[src/hdl/timer3_defs.svh]
// Constants for the reload/capture timer: register offsets, fields and timing
`ifndef TIMER3_DEFS_SVH
`define TIMER3_DEFS_SVH

// ****************************************
// Register offsets
// ****************************************
`define ADDR_CONTROL 8'h91
`define ADDR_RELOAD_LOW 8'h92
`define ADDR_RELOAD_HIGH 8'h93
`define ADDR_COUNT_LOW 8'h94
`define ADDR_COUNT_HIGH 8'h95
`define ADDR_CLOCK_CTRL 8'h96
`define ADDR_IRQ_ENABLE 8'h97
`define ADDR_IRQ_STATUS 8'h98
`define ADDR_IRQ_MASK 8'h99

// ****************************************
// Control register fields
// ****************************************
`define CTL_HIGH_FLAG 7
`define CTL_LOW_FLAG 6
`define CTL_LOW_IRQ_EN 5
`define CTL_CAPTURE_EN 4
`define CTL_SPLIT 3
`define CTL_RUN 2
`define CTL_XCLK_HI 1
`define CTL_XCLK_LO 0

// Clock control fields
`define CKC_HIGH_SYSTEM_CLOCK 1
`define CKC_LOW_SYSTEM_CLOCK 0

// Extended interrupt enable field
`define EIE_TIMER_EN 7

// Status / mask fields
`define ST_HIGH_OVF 0
`define ST_LOW_OVF 1
`define ST_CAPTURE 2

// ****************************************
// Reset values and timing
// ****************************************
`define RESET_BYTE 8'h00
`define BYTE_ALL_ONES 8'hff
`define PRESCALE_DIV 12
`define PRESCALE_TOP 4'hb
`define XCLK_SYS12 2'h0
`define XCLK_RTC 2'h1
`define XCLK_EXT8 2'h3

`endif

[src/hdl/timer3_pkg.sv]
// Types shared by the reload/capture timer
package timer3_pkg;
   typedef struct packed {
      logic high_flag;
      logic low_flag;
      logic low_irq_en;
      logic capture_en;
      logic split;
      logic run;
      logic [1:0] alt_clock_select;
   } control_type;

   typedef struct packed {
      logic sys12;
      logic rtc;
      logic ext8;
   } ticks_type;
endpackage

[src/hdl/edge_sync.sv]
// Two-stage synchroniser with a one-cycle rising edge pulse
`timescale 1ns/100ps
`default_nettype none
module edge_sync (
   input wire logic core_clk,
   input wire logic srst,
   input wire logic async_in,
   output logic rise_pulse
);
   logic meta_reg;
   logic sync_reg;
   logic last_reg;

   // Only sync_reg reads meta_reg; the edge detector looks at later stages
   always_ff @(posedge core_clk) begin
      if (srst) begin
         meta_reg <= 1'b0;
         sync_reg <= 1'b0;
         last_reg <= 1'b0;
      end else begin
         meta_reg <= async_in;
         sync_reg <= meta_reg;
         last_reg <= sync_reg;
      end
   end

   assign rise_pulse = sync_reg & ~last_reg;
endmodule
`default_nettype wire

[src/hdl/timer3_reload_capture.sv]
// Reload/capture timer: 16-bit or split 8-bit counting, capture mode, register port
//
// Local design decisions: the plain strobed port and the placing of the registers.
`timescale 1ns/100ps
`default_nettype none
`include "timer3_defs.svh"

// Function
// RULE_01: Two bytes form 16-bit count; split selects
// RULE_02: Slow sources synchronised before use
// RULE_03: 16-bit wrap reloads, sets high flag
// RULE_04: Timer enable requests interrupt each overflow
// RULE_05: Low-byte interrupt also on low wraps
// RULE_06: Split bytes reload from own reload
// RULE_07: Run gates high byte only in split
// RULE_08: System_clock select else alternate clock choice
// RULE_09: Split sets high/low flags on wraps
// RULE_10: Split interrupts on high, optionally low
// RULE_11: Flags cleared only by software
// RULE_12: Capture enable bit selects capture mode
// RULE_13: Select bit one picks capture trigger
// RULE_14: Capture copies count, sets high flag
// RULE_15: Software derives period from capture differences
// RULE_16: Control register layout, reset zero
// RULE_17: Capture mode counts freely without reload
// RULE_18: One enable pulse per source edge
module timer3_reload_capture (
   input wire logic core_clk,
   input wire logic srst,
   input wire logic [7:0] addr,
   input wire logic [7:0] wdata,
   input wire logic wr_en,
   input wire logic rd_en,
   output logic [7:0] rdata,
   input wire logic rtc_clk_in,
   input wire logic ext_osc_in,
   output logic timer_irq,
   output logic irq_out
);
   timer3_pkg::control_type ctl_reg;
   logic [7:0] count_low_byte;
   logic [7:0] count_high_byte;
   logic [7:0] reload_low_byte;
   logic [7:0] reload_high_byte;
   logic [7:0] clock_control_reg;
   logic [7:0] extended_irq_enable_reg;
   logic [2:0] irq_status_reg;
   logic [2:0] irq_mask_reg;
   logic [7:0] rdata_reg;
   logic timer_irq_reg;
   logic irq_out_reg;
   logic [3:0] prescale_reg;
   logic [2:0] ext_div_reg;
   logic ext_rise;
   logic rtc_rise;
   logic ext8_tick;
   timer3_pkg::ticks_type ticks;

   // ****************************************
   // Source synchronisation
   // ****************************************
   edge_sync u_ext_sync (
      .core_clk(core_clk),
      .srst(srst),
      .async_in(ext_osc_in),
      .rise_pulse(ext_rise)
   ); // RULE_02
   edge_sync u_rtc_sync (
      .core_clk(core_clk),
      .srst(srst),
      .async_in(rtc_clk_in),
      .rise_pulse(rtc_rise)
   ); // RULE_02

   // Divide-by-8 counts synchronised oscillator edges, so it needs the oscillator well below
   // half the core clock rate
   always_ff @(posedge core_clk) begin
      if (srst) begin
         ext_div_reg <= 3'h0;
         prescale_reg <= 4'h0;
      end else begin
         if (ext_rise) begin
            ext_div_reg <= ext_div_reg + 3'h1;
         end
         prescale_reg <= (prescale_reg == `PRESCALE_TOP) ? 4'h0 : prescale_reg + 4'h1;
      end
   end

   assign ext8_tick = ext_rise && (ext_div_reg == 3'h7); // RULE_18
   assign ticks.sys12 = (prescale_reg == `PRESCALE_TOP);
   assign ticks.rtc = rtc_rise; // RULE_18
   assign ticks.ext8 = ext8_tick;

   // ****************************************
   // Clock selection
   // ****************************************
   function automatic logic pick_tick(input logic system_clock_sel, input logic [1:0] xsel,
                                      input timer3_pkg::ticks_type t);
      logic r;
      r = 1'b0;
      if (system_clock_sel) begin
         r = 1'b1;
      end else begin
         unique case (xsel)
            `XCLK_SYS12: r = t.sys12;
            `XCLK_RTC: r = t.rtc;
            `XCLK_EXT8: r = t.ext8;
            default: r = 1'b0;
         endcase
      end
      return r;
   endfunction

   wire capture_mode = ctl_reg.capture_en; // RULE_12
   wire split_mode_sel = ctl_reg.split & ~capture_mode;
   wire run_control = ctl_reg.run;
   wire low_tick = pick_tick(clock_control_reg[`CKC_LOW_SYSTEM_CLOCK], ctl_reg.alt_clock_select,
                             ticks); // RULE_08
   wire high_tick = pick_tick(clock_control_reg[`CKC_HIGH_SYSTEM_CLOCK], ctl_reg.alt_clock_select,
                              ticks); // RULE_08
   // Trigger is rtc rising edge or every eighth oscillator cycle
   wire capture_event = capture_mode &&
                        (ctl_reg.alt_clock_select[1] ? ext8_tick : rtc_rise); // RULE_13

   // ****************************************
   // Counter datapath
   // ****************************************
   wire [15:0] count16 = {count_high_byte, count_low_byte};
   wire full_adv = ~split_mode_sel & run_control & low_tick;
   wire full_wrap = full_adv && (count16 == 16'hffff);
   wire low_adv = split_mode_sel ? low_tick : full_adv; // RULE_07
   wire low_wrap = low_adv && (count_low_byte == `BYTE_ALL_ONES); // RULE_05
   wire high_adv = split_mode_sel & run_control & high_tick; // RULE_07
   wire high_wrap = high_adv && (count_high_byte == `BYTE_ALL_ONES);
   wire set_high = split_mode_sel ? high_wrap : (full_wrap | capture_event); // RULE_09
   // A full 16-bit wrap reloads outside capture mode; it sets only the high flag, never the low flag
   wire set_low = split_mode_sel ? low_wrap : (low_wrap & ~full_wrap); // RULE_05 RULE_09
   wire reload16 = full_wrap & ~capture_mode; // RULE_03 RULE_17

   wire [15:0] count16_next = count16 + 16'h0001;
   wire [7:0] low_next = count_low_byte + 8'h01;
   wire [7:0] high_next = count_high_byte + 8'h01;

   wire wr_ctl = wr_en && (addr == `ADDR_CONTROL);
   wire wr_rll = wr_en && (addr == `ADDR_RELOAD_LOW);
   wire wr_rlh = wr_en && (addr == `ADDR_RELOAD_HIGH);
   wire wr_cl = wr_en && (addr == `ADDR_COUNT_LOW);
   wire wr_ch = wr_en && (addr == `ADDR_COUNT_HIGH);
   wire rd_status = rd_en && (addr == `ADDR_IRQ_STATUS);

   always_ff @(posedge core_clk) begin
      if (srst) begin
         count_low_byte <= `RESET_BYTE;
         count_high_byte <= `RESET_BYTE;
      end else if (!split_mode_sel) begin
         if (reload16) begin
            count_low_byte <= reload_low_byte; // RULE_03
            count_high_byte <= reload_high_byte;
         end else if (full_adv) begin
            {count_high_byte, count_low_byte} <= count16_next; // RULE_01 RULE_17
         end else begin
            if (wr_cl) count_low_byte <= wdata;
            if (wr_ch) count_high_byte <= wdata;
         end
      end else begin
         if (low_wrap) count_low_byte <= reload_low_byte; // RULE_06
         else if (low_adv) count_low_byte <= low_next;
         else if (wr_cl) count_low_byte <= wdata;
         if (high_wrap) count_high_byte <= reload_high_byte; // RULE_06
         else if (high_adv) count_high_byte <= high_next;
         else if (wr_ch) count_high_byte <= wdata;
      end
   end

   // Capture wins over a software write to the reload bytes in the same cycle
   always_ff @(posedge core_clk) begin
      if (srst) begin
         reload_low_byte <= `RESET_BYTE;
         reload_high_byte <= `RESET_BYTE;
      end else if (capture_event) begin
         reload_low_byte <= count_low_byte; // RULE_14
         reload_high_byte <= count_high_byte;
      end else begin
         if (wr_rll) reload_low_byte <= wdata;
         if (wr_rlh) reload_high_byte <= wdata;
      end
   end

   // ****************************************
   // Control and flags
   // ****************************************
   // Hardware set beats a software clear; hardware never clears a flag
   always_ff @(posedge core_clk) begin
      if (srst) begin
         ctl_reg <= '0; // RULE_16
      end else begin
         if (wr_ctl) ctl_reg <= wdata;
         if (set_high) ctl_reg.high_flag <= 1'b1; // RULE_11 RULE_14
         if (set_low) ctl_reg.low_flag <= 1'b1; // RULE_09
      end
   end

   always_ff @(posedge core_clk) begin
      if (srst) begin
         clock_control_reg <= `RESET_BYTE;
         extended_irq_enable_reg <= `RESET_BYTE;
         irq_mask_reg <= 3'h0;
      end else begin
         if (wr_en && addr == `ADDR_CLOCK_CTRL) clock_control_reg <= wdata;
         if (wr_en && addr == `ADDR_IRQ_ENABLE) extended_irq_enable_reg <= wdata;
         if (wr_en && addr == `ADDR_IRQ_MASK) irq_mask_reg <= wdata[2:0];
      end
   end

   wire [2:0] status_set = {capture_event, set_low, set_high & ~capture_event};
   always_ff @(posedge core_clk) begin
      if (srst) begin
         irq_status_reg <= 3'h0;
      end else if (rd_status) begin
         irq_status_reg <= status_set;
      end else begin
         irq_status_reg <= irq_status_reg | status_set;
      end
   end

   // ****************************************
   // Interrupt request and read port
   // ****************************************
   wire timer_en = extended_irq_enable_reg[`EIE_TIMER_EN];
   // Request follows flags: high always, low only with its enable
   wire timer_req = timer_en &&
                    (ctl_reg.high_flag || (ctl_reg.low_irq_en && ctl_reg.low_flag)); // RULE_04 RULE_10

   logic [7:0] rd_mux;
   always_comb begin
      rd_mux = 8'h00;
      unique case (addr)
         `ADDR_CONTROL: rd_mux = ctl_reg;
         `ADDR_RELOAD_LOW: rd_mux = reload_low_byte;
         `ADDR_RELOAD_HIGH: rd_mux = reload_high_byte;
         `ADDR_COUNT_LOW: rd_mux = count_low_byte;
         `ADDR_COUNT_HIGH: rd_mux = count_high_byte;
         `ADDR_CLOCK_CTRL: rd_mux = clock_control_reg;
         `ADDR_IRQ_ENABLE: rd_mux = extended_irq_enable_reg;
         `ADDR_IRQ_STATUS: rd_mux = {5'h00, irq_status_reg};
         `ADDR_IRQ_MASK: rd_mux = {5'h00, irq_mask_reg};
         default: rd_mux = 8'h00;
      endcase
   end

   always_ff @(posedge core_clk) begin
      if (srst) begin
         rdata_reg <= 8'h00;
         timer_irq_reg <= 1'b0;
         irq_out_reg <= 1'b0;
      end else begin
         rdata_reg <= rd_en ? rd_mux : 8'h00;
         timer_irq_reg <= timer_req;
         irq_out_reg <= |(irq_status_reg & irq_mask_reg);
      end
   end

   assign rdata = rdata_reg;
   assign timer_irq = timer_irq_reg;
   assign irq_out = irq_out_reg;

   // ****************************************
   // Checks
   // ****************************************
   property p_wrap_reload;
      @(posedge core_clk) disable iff (srst)
      reload16 |=> (count16 == $past({reload_high_byte, reload_low_byte}));
   endproperty
   a_wrap_reload: assert property (p_wrap_reload) else $error("no reload on wrap"); // RULE_03

   property p_high_flag;
      @(posedge core_clk) disable iff (srst)
      set_high |=> ctl_reg.high_flag;
   endproperty
   a_high_flag: assert property (p_high_flag) else $error("high flag not set"); // RULE_09

   property p_low_flag;
      @(posedge core_clk) disable iff (srst)
      set_low |=> ctl_reg.low_flag;
   endproperty
   a_low_flag: assert property (p_low_flag) else $error("low flag not set"); // RULE_09

   property p_no_hw_clear;
      @(posedge core_clk) disable iff (srst)
      (ctl_reg.high_flag && !wr_ctl) |=> ctl_reg.high_flag;
   endproperty
   a_no_hw_clear: assert property (p_no_hw_clear) else $error("flag cleared"); // RULE_11

   property p_capture;
      @(posedge core_clk) disable iff (srst)
      capture_event |=> ({reload_high_byte, reload_low_byte} == $past(count16));
   endproperty
   a_capture: assert property (p_capture) else $error("capture value wrong"); // RULE_14

   property p_irq;
      @(posedge core_clk) disable iff (srst)
      (timer_en && set_high) |-> ##2 timer_irq;
   endproperty
   a_irq: assert property (p_irq) else $error("no interrupt"); // RULE_04

   property p_split_high_hold;
      @(posedge core_clk) disable iff (srst)
      (split_mode_sel && !run_control && !wr_ch) |=> $stable(count_high_byte);
   endproperty
   a_split_high_hold: assert property (p_split_high_hold) else $error("high ran"); // RULE_07

   property p_capture_free;
      @(posedge core_clk) disable iff (srst)
      (capture_mode && full_wrap) |=> (count16 == 16'h0000);
   endproperty
   a_capture_free: assert property (p_capture_free) else $error("capture reloaded"); // RULE_17

   property p_one_pulse;
      @(posedge core_clk) disable iff (srst)
      rtc_rise |=> !rtc_rise;
   endproperty
   a_one_pulse: assert property (p_one_pulse) else $error("double pulse"); // RULE_18

   property p_low_irq;
      @(posedge core_clk) disable iff (srst)
      (timer_en && ctl_reg.low_irq_en && ctl_reg.low_flag) |=> timer_irq;
   endproperty
   a_low_irq: assert property (p_low_irq) else $error("no low interrupt"); // RULE_05

   property p_split_low_reload;
      @(posedge core_clk) disable iff (srst)
      (split_mode_sel && low_wrap) |=> (count_low_byte == $past(reload_low_byte));
   endproperty
   a_split_low_reload: assert property (p_split_low_reload) else $error("low no reload"); // RULE_06

   property p_split_high_reload;
      @(posedge core_clk) disable iff (srst)
      (split_mode_sel && high_wrap) |=> (count_high_byte == $past(reload_high_byte));
   endproperty
   a_split_high_reload: assert property (p_split_high_reload) else $error("high no reload"); // RULE_06

   property p_split_low_runs;
      @(posedge core_clk) disable iff (srst)
      (split_mode_sel && low_tick && !low_wrap) |=>
         (count_low_byte == $past(count_low_byte) + 8'h01);
   endproperty
   a_split_low_runs: assert property (p_split_low_runs) else $error("low stalled"); // RULE_07
endmodule
`default_nettype wire

[config.mk]
export PLATFORM = sky130hd
export DESIGN_NAME = timer3_reload_capture
export DESIGN_NICKNAME = d
export VERILOG_FILES = /design/src/hdl/timer3_pkg.sv /design/src/hdl/edge_sync.sv /design/src/hdl/timer3_reload_capture.sv
export VERILOG_INCLUDE_DIRS = /design/src /design/src/hdl
export SDC_FILE = /design/constraint.sdc
export NUM_CORES = 1
export LEC_CHECK = 0
export BUFFER_PORTS_ARGS = -buffer_cell sky130_fd_sc_hd__buf_2
export CAP_MARGIN = 15
export CORE_UTILIZATION = 57
export CTS_BUF_LIST = sky130_fd_sc_hd__clkbuf_4 sky130_fd_sc_hd__clkbuf_8
export DETAILED_ROUTE_END_ITERATION = 10
export PLACE_DENSITY = 0.78
export SYNTH_ARGS = -nofsm -noshare
export SYNTH_HDL_FRONTEND = slang
export SYNTH_SLANG_ARGS = --single-unit
[constraint.sdc]
create_clock -name core_clk -period 2.2 [get_ports core_clk]
set_input_delay 0.44 -clock core_clk [delete_from_list [all_inputs] [get_ports core_clk]]
set_output_delay 0.44 -clock core_clk [all_outputs]
set_load 0.005 [all_outputs]
==> run metrics, run 1 <==
pre-CTS setup slack=-0.0821 ns; VDD IR max=0.000371 V; Tmin final=2.19 ns; DRT iter0 DRCs=406; Async S/R FF share, synth=0%; synthesized area per cell=8.56 sq um; Synth top area share=31.6%; CP max stage cell=a211oi_4; share of cells above drive strength 1=23.8%; CTS tree=done; Net Sw Frac=26.4%; CP arrival=2.42 ns; cell area after synthesis=5380 sq um; Finished Layout Cells=793; post-route clock period utilization=99.5%; Max transition margin=69.0%; clk sinks=85; critical path class=reg -> reg; Synth area leader=dfxtp_1; vias in the first global route=5087; Synth Net Count=655; post-detailed-route wirelength per cell=21.4 um; Cell Chain, Critical Path=ha_4, ha_4, and4b_1, o21ai_2, a211oi_4, mux2_4, a221oi_2, a211oi_1; clock skew=0.00774 ns; Initial Util=58.5%; final wirelength=16900 um; Worst-Margin Slew=0.460 ns; Die Span Y=99.1 um; sequential cell area=1700 sq um; fillers=748; total number of vias=5278; run status=finished clean; PortBufs=31; average vias per placed instance=6.66; logic gate share of total power=6.0%; PD cells=486 nW/um^2; Placed Cells=771; max-cap viol count=0; Setup crit start kind=flip-flop; Die W=99.1 um; yosys warns=0; Num CTS Buffers=9; setup ws final=0.0110 ns; #FFs+latches synth=85; first-pass GRT wire length=27100 um; Fmax=457 MHz; worst path required time=2.43 ns; most frequent cells after synthesis=88 x nor2_1, 85 x dfxtp_1, 65 x mux2i_1, 36 x a21oi_1, 34 x nand2_1; clock power share=41.7%; Area contributors post-synth=dfxtp_1 32%, mux2i_1 12%, nor2_1 6.1%; Pleak=2.29 nW; total power=0.00298 W; Int Power=0.00219 W; DR pass1 iterations=5; most used cell, CP=ha_4; count of different cell masters after synthesis=82; DIE AREA=9820 sq um; Crit. End Element=flip-flop; Synth Flop Type=dfxtp_1; count of final setup violators=0; Residual DRC=0; gr ovfl total=0; antenna cells=0; gpl congestion=0.970; All-Layer GR Usage=35.6%; Nets=704; Slew Viols, Final=0; area of the multi-input gates=3360 sq um; slowest stage delay, CP=0.39 ns; min-delay worst type=in -> reg; clock latency on the worst-skew pair=0.36 ns; Finished Core Util=66.8%; Bufs on Longest Clock Path=2; Post-synth EDFFs=0; Psw=0.000788 W; Max Fanout on Critical Path=3; Syn-to-layout area delta=14.2%; sequential element share of the synthesized area=31.6%; cells after synthesis=628; Rows=35; Final ANT Viol Nets=0; final-report hold violation count=0; Clk pin slew, worst setup/hold paths=0.10 ns; htree depth=3; Core ar.=9200 sq um; IO Pins=32; largest net degree at the start of global routing=71; hold_buf cts=0; DPL Wire Length=12000 um; initial antenna violation count=0; sequential share of power=52.3%; most common cell in the netlist=nor2_1; root buffer cell=clkbuf_8
[layer usage]
metal  wire length, um  GRT usage (%)  share of wire [%]
met5                 0              0                  0
met2              7760           57.1                 46
met1              6830           47.7                 40
met3              1850           7.24                 11
met4               497           12.8                2.9
[layout by cell type (no fill, tap or decap), drive strengths merged, types with 7 or more instances in the layout]
cell type,instances
buf,95
nor2,93
dfxtp,85
mux2i,65
a21oi,38
nand2,34
a211oi,27
nand3,24
o21ai,21
mux2,14
a22oi,13
nor3,12
nor2b,10
a31oi,10
clkbuf,10
nand4,10
o211ai,9
xor2,8
o22ai,8
inv,8
a221oi,7
[critical path, delay by kind of cell, from the launching register on]
family          cells  cell delay, ns
compound gates      4            0.86
fa+ha+maj           2            0.26
flops               1            0.37
mux                 1            0.34
simple gates        1            0.24
[power by group through the flow]
stage	sequential, W	clock [W]	combinational [W]
5_1_grt	0.00156	0.00132	0.000191
4_1_cts	0.00156	0.00125	0.000173
2_1_floorplan	0.00159	0	0.000103
3_3_place_gp	0.00159	0	0.000167
3_5_place_dp	0.00159	0	0.000172
6_report	0.00156	0.00124	0.000180
[area by class of cell]
class / count / share of cell area (%)
timing repair buffer: 95 / 11.5
clock buffer: 10 / 2.24
inverter: 5 / 0.306
tap: 111 / 2.26
sequential: 85 / 27.8
multi-input combinational: 481 / 54.7
clock inverter: 6 / 1.28
[cell families after synthesis]
| family | after synthesis | share of synthesized area (%) |
|---|---|---|
| mux | 79 | 15.0 |
| compound gates | 158 | 20.8 |
| flops | 85 | 31.6 |
| fa+ha+maj | 5 | 1.16 |
| buf+inv | 62 | 6.89 |
| simple gates | 226 | 22.3 |
| xor+xnor | 13 | 2.12 |
[worst paths after layout]
| check | from | slack (ns) | end | cells past startpoint |
|---|---|---|---|---|
| worst min-delay path | ext_osc_in | 0.30 | u_ext_sync.meta_reg | 2 |
| worst max register to register | ext_div_reg[0] | 0.01 | count_low_byte[4] | 8 |
| worst min register to register | u_ext_sync.meta_reg | 0.45 | u_ext_sync.sync_reg | 1 |
| worst max-delay path | ext_div_reg[0] | 0.01 | count_low_byte[4] | 8 |
[stage by stage]
stage | cell area (sq um) | setup TNS (ns) | hold slack [ns]
floorplan | 5380 | 0 | 0.414
global placement | 5820 | 0 | 0.421
detailed placement | 5820 | -0.202 | 0.429
CTS | 6040 | 0 | 0.283
global route | 6140 | -0.175 | 0.328
finish | 6140 | 0 | 0.296
[what timing repair did]
item                       4_1_cts  5_1_grt
setup buffers                    0        6
gates resized for setup          1       12
setup endpoints to repair        6       13
pin swaps                        0        4
(Power assumes the default switching activity.)
==> run 2: changes to the inputs <==
--- a/config.mk
+++ b/config.mk
@@ -12,6 +12,7 @@
 export CTS_BUF_LIST = sky130_fd_sc_hd__clkbuf_4 sky130_fd_sc_hd__clkbuf_8
 export DETAILED_ROUTE_END_ITERATION = 10
 export PLACE_DENSITY = 0.78
+export SETUP_SLACK_MARGIN = 0.02
 export SYNTH_ARGS = -nofsm -noshare
 export SYNTH_HDL_FRONTEND = slang
 export SYNTH_SLANG_ARGS = --single-unit
==> run 2 against run 1 <==
  * Hold slack got worse by 0.00075 ns
  * Combinational power barely moved
  * Power about the same
  * Clock skew grew 0.0014 ns
  * First-iteration DRC count up 9.4%
  * Worst setup slack got worse by 0.0051 ns
  * Global-route usage unchanged
  * Sequential power hardly changed
  * Clock power barely moved
==> run metrics, run 2 (same netlist as run 1, synthesis figures left out) <==
run status=finished clean; Pleak=2.29 nW; htree depth=3; critical path class=reg -> reg; DIE AREA=9820 sq um; IO Pins=32; post-route clock period utilization=99.7%; count of final setup violators=0; share of cells above drive strength 1=23.9%; Die Span Y=99.1 um; clock latency on the worst-skew pair=0.36 ns; Die W=99.1 um; total number of vias=5311; hold_buf cts=0; Clk pin slew, worst setup/hold paths=0.10 ns; Bufs on Longest Clock Path=2; R2R Path End=count_low_byte[4]; r2r setup slk=0.006 ns; clock skew=0.00915 ns; slowest stage delay, CP=0.39 ns; CP arrival=2.43 ns; TNS Setup=0 ns; setup ws final=0.00585 ns; hold_sp=ext_osc_in; clk sinks=85; placed inst area=5820 sq um; gpl congestion=0.970; post-detailed-route wirelength per cell=21.5 um; Finished Layout Cells=793; Tmin final=2.19 ns; Residual DRC=0; vias in the first global route=5087; Worst Hold Depth=2; Final ANT Viol Nets=0; VDD IR max=0.000371 V; final wirelength=17100 um; average vias per placed instance=6.70; total power=0.00298 W; Setup crit start kind=flip-flop; min-delay worst type=in -> reg; PD cells=486 nW/um^2; antenna cells=0; Syn-to-layout area delta=14.2%; Rows=35; max-cap viol count=0; largest net degree at the start of global routing=71; FF-to-FF Start=ext_div_reg[0]; DRT iter0 DRCs=444; Max Fanout on Critical Path=3; CTS tree=done; DPL Wire Length=12000 um; initial antenna violation count=0; first-pass GRT wire length=27100 um; R2R depth=8; CP max stage cell=a211oi_4; Num CTS Buffers=9; DR pass1 iterations=5; Slew Viols, Final=0; Top delay family on crit path=compound AO/OA/AOI/OAI gates; pre-CTS setup slack=-0.0821 ns; All-Layer GR Usage=35.6%; Final Cell Area=6140 sq um; Cell Chain, Critical Path=ha_4, ha_4, and4b_1, o21ai_2, a211oi_4, mux2_4, a221oi_2, a211oi_1; Crit. End Element=flip-flop; most used cell, CP=ha_4; Initial Util=58.5%; final-report hold violation count=0; Fmax=456 MHz; CP bufs+invs=0; Nets=704; commonest non-fill, non-tap cell in the layout=nor2_1; worst path required time=2.43 ns; PortBufs=31; Max transition margin=69.0%; RSZ-0062 raised after global routing=yes; Endpoint, Worst Hold=u_ext_sync.meta_reg; Placed Cells=771; Worst-Margin Slew=0.459 ns; Core ar.=9200 sq um; gr ovfl total=0; root buffer cell=clkbuf_8; most frequent cells in the layout=88 x nor2_1, 82 x dfxtp_1, 65 x mux2i_1, 57 x buf_4, 36 x a21oi_1
-- run 2: cell counts in the layout (fill, tap and decap cells not counted) --
No cell type changed its count.
-- run 2: metal layers --
metal | GRT usage, % | vias to the layer above | wire length, um
li1 | - | 2399 | -
met1 | 47.7 | 2538 | 6970
met2 | 57.1 | 329 | 7750
met3 | 7.24 | 45 | 1860
met4 | 12.8 | 0 | 490
met5 | 0 | - | 0
-- run 2: what timing repair did --
action	in CTS	in global routing
gates resized for setup	2	12
endpoints found under the setup margin	7	11
pin swaps	0	4
buffers inserted	0	6
endpoints found under the hold margin	0	0
-- run 2: worst max path at each step --
stage	slack (ns)	start	end	cells after the start
2_1_floorplan	0.13	ext_div_reg[0]	count_low_byte[4]	8
4_1_cts	0.01	ext_div_reg[0]	count_high_byte[4]	8
5_1_grt	-0.06	ext_div_reg[0]	count_low_byte[4]	8
6_report	0.006	ext_div_reg[0]	count_low_byte[4]	8
3_3_place_gp	0.02	ext_div_reg[0]	count_high_byte[4]	8
3_5_place_dp	-0.08	ext_div_reg[0]	count_high_byte[4]	8
-- run 2: cell type report --
type | instances | area, sq um
clock inverters | 6 | 78.8
flip-flops and latches | 85 | 1710
fillers | 749 | 3060
well taps | 111 | 139
multi-input cells | 481 | 3360
inverters | 5 | 18.8
repair buffers | 95 | 706
clock buffers | 10 | 138
-- run 2: per-stage QoR --
stage | hold WS [ns] | utilization (%)
2_1_floorplan | 0.414 | -
3_3_place_gp | 0.421 | 63.3
3_5_place_dp | 0.429 | 63.3
4_1_cts | 0.283 | 65.7
5_1_grt | 0.328 | 66.8
6_report | 0.295 | 66.8
-- run 2: power breakdown --
| part | internal [W] | switching [W] | total (W) |
|---|---|---|---|
| clock | 0.000581 | 0.000662 | 0.00124 |
| sequential | 0.00155 | 0.00000987 | 0.00156 |
| combinational | 0.0000623 | 0.000118 | 0.000180 |
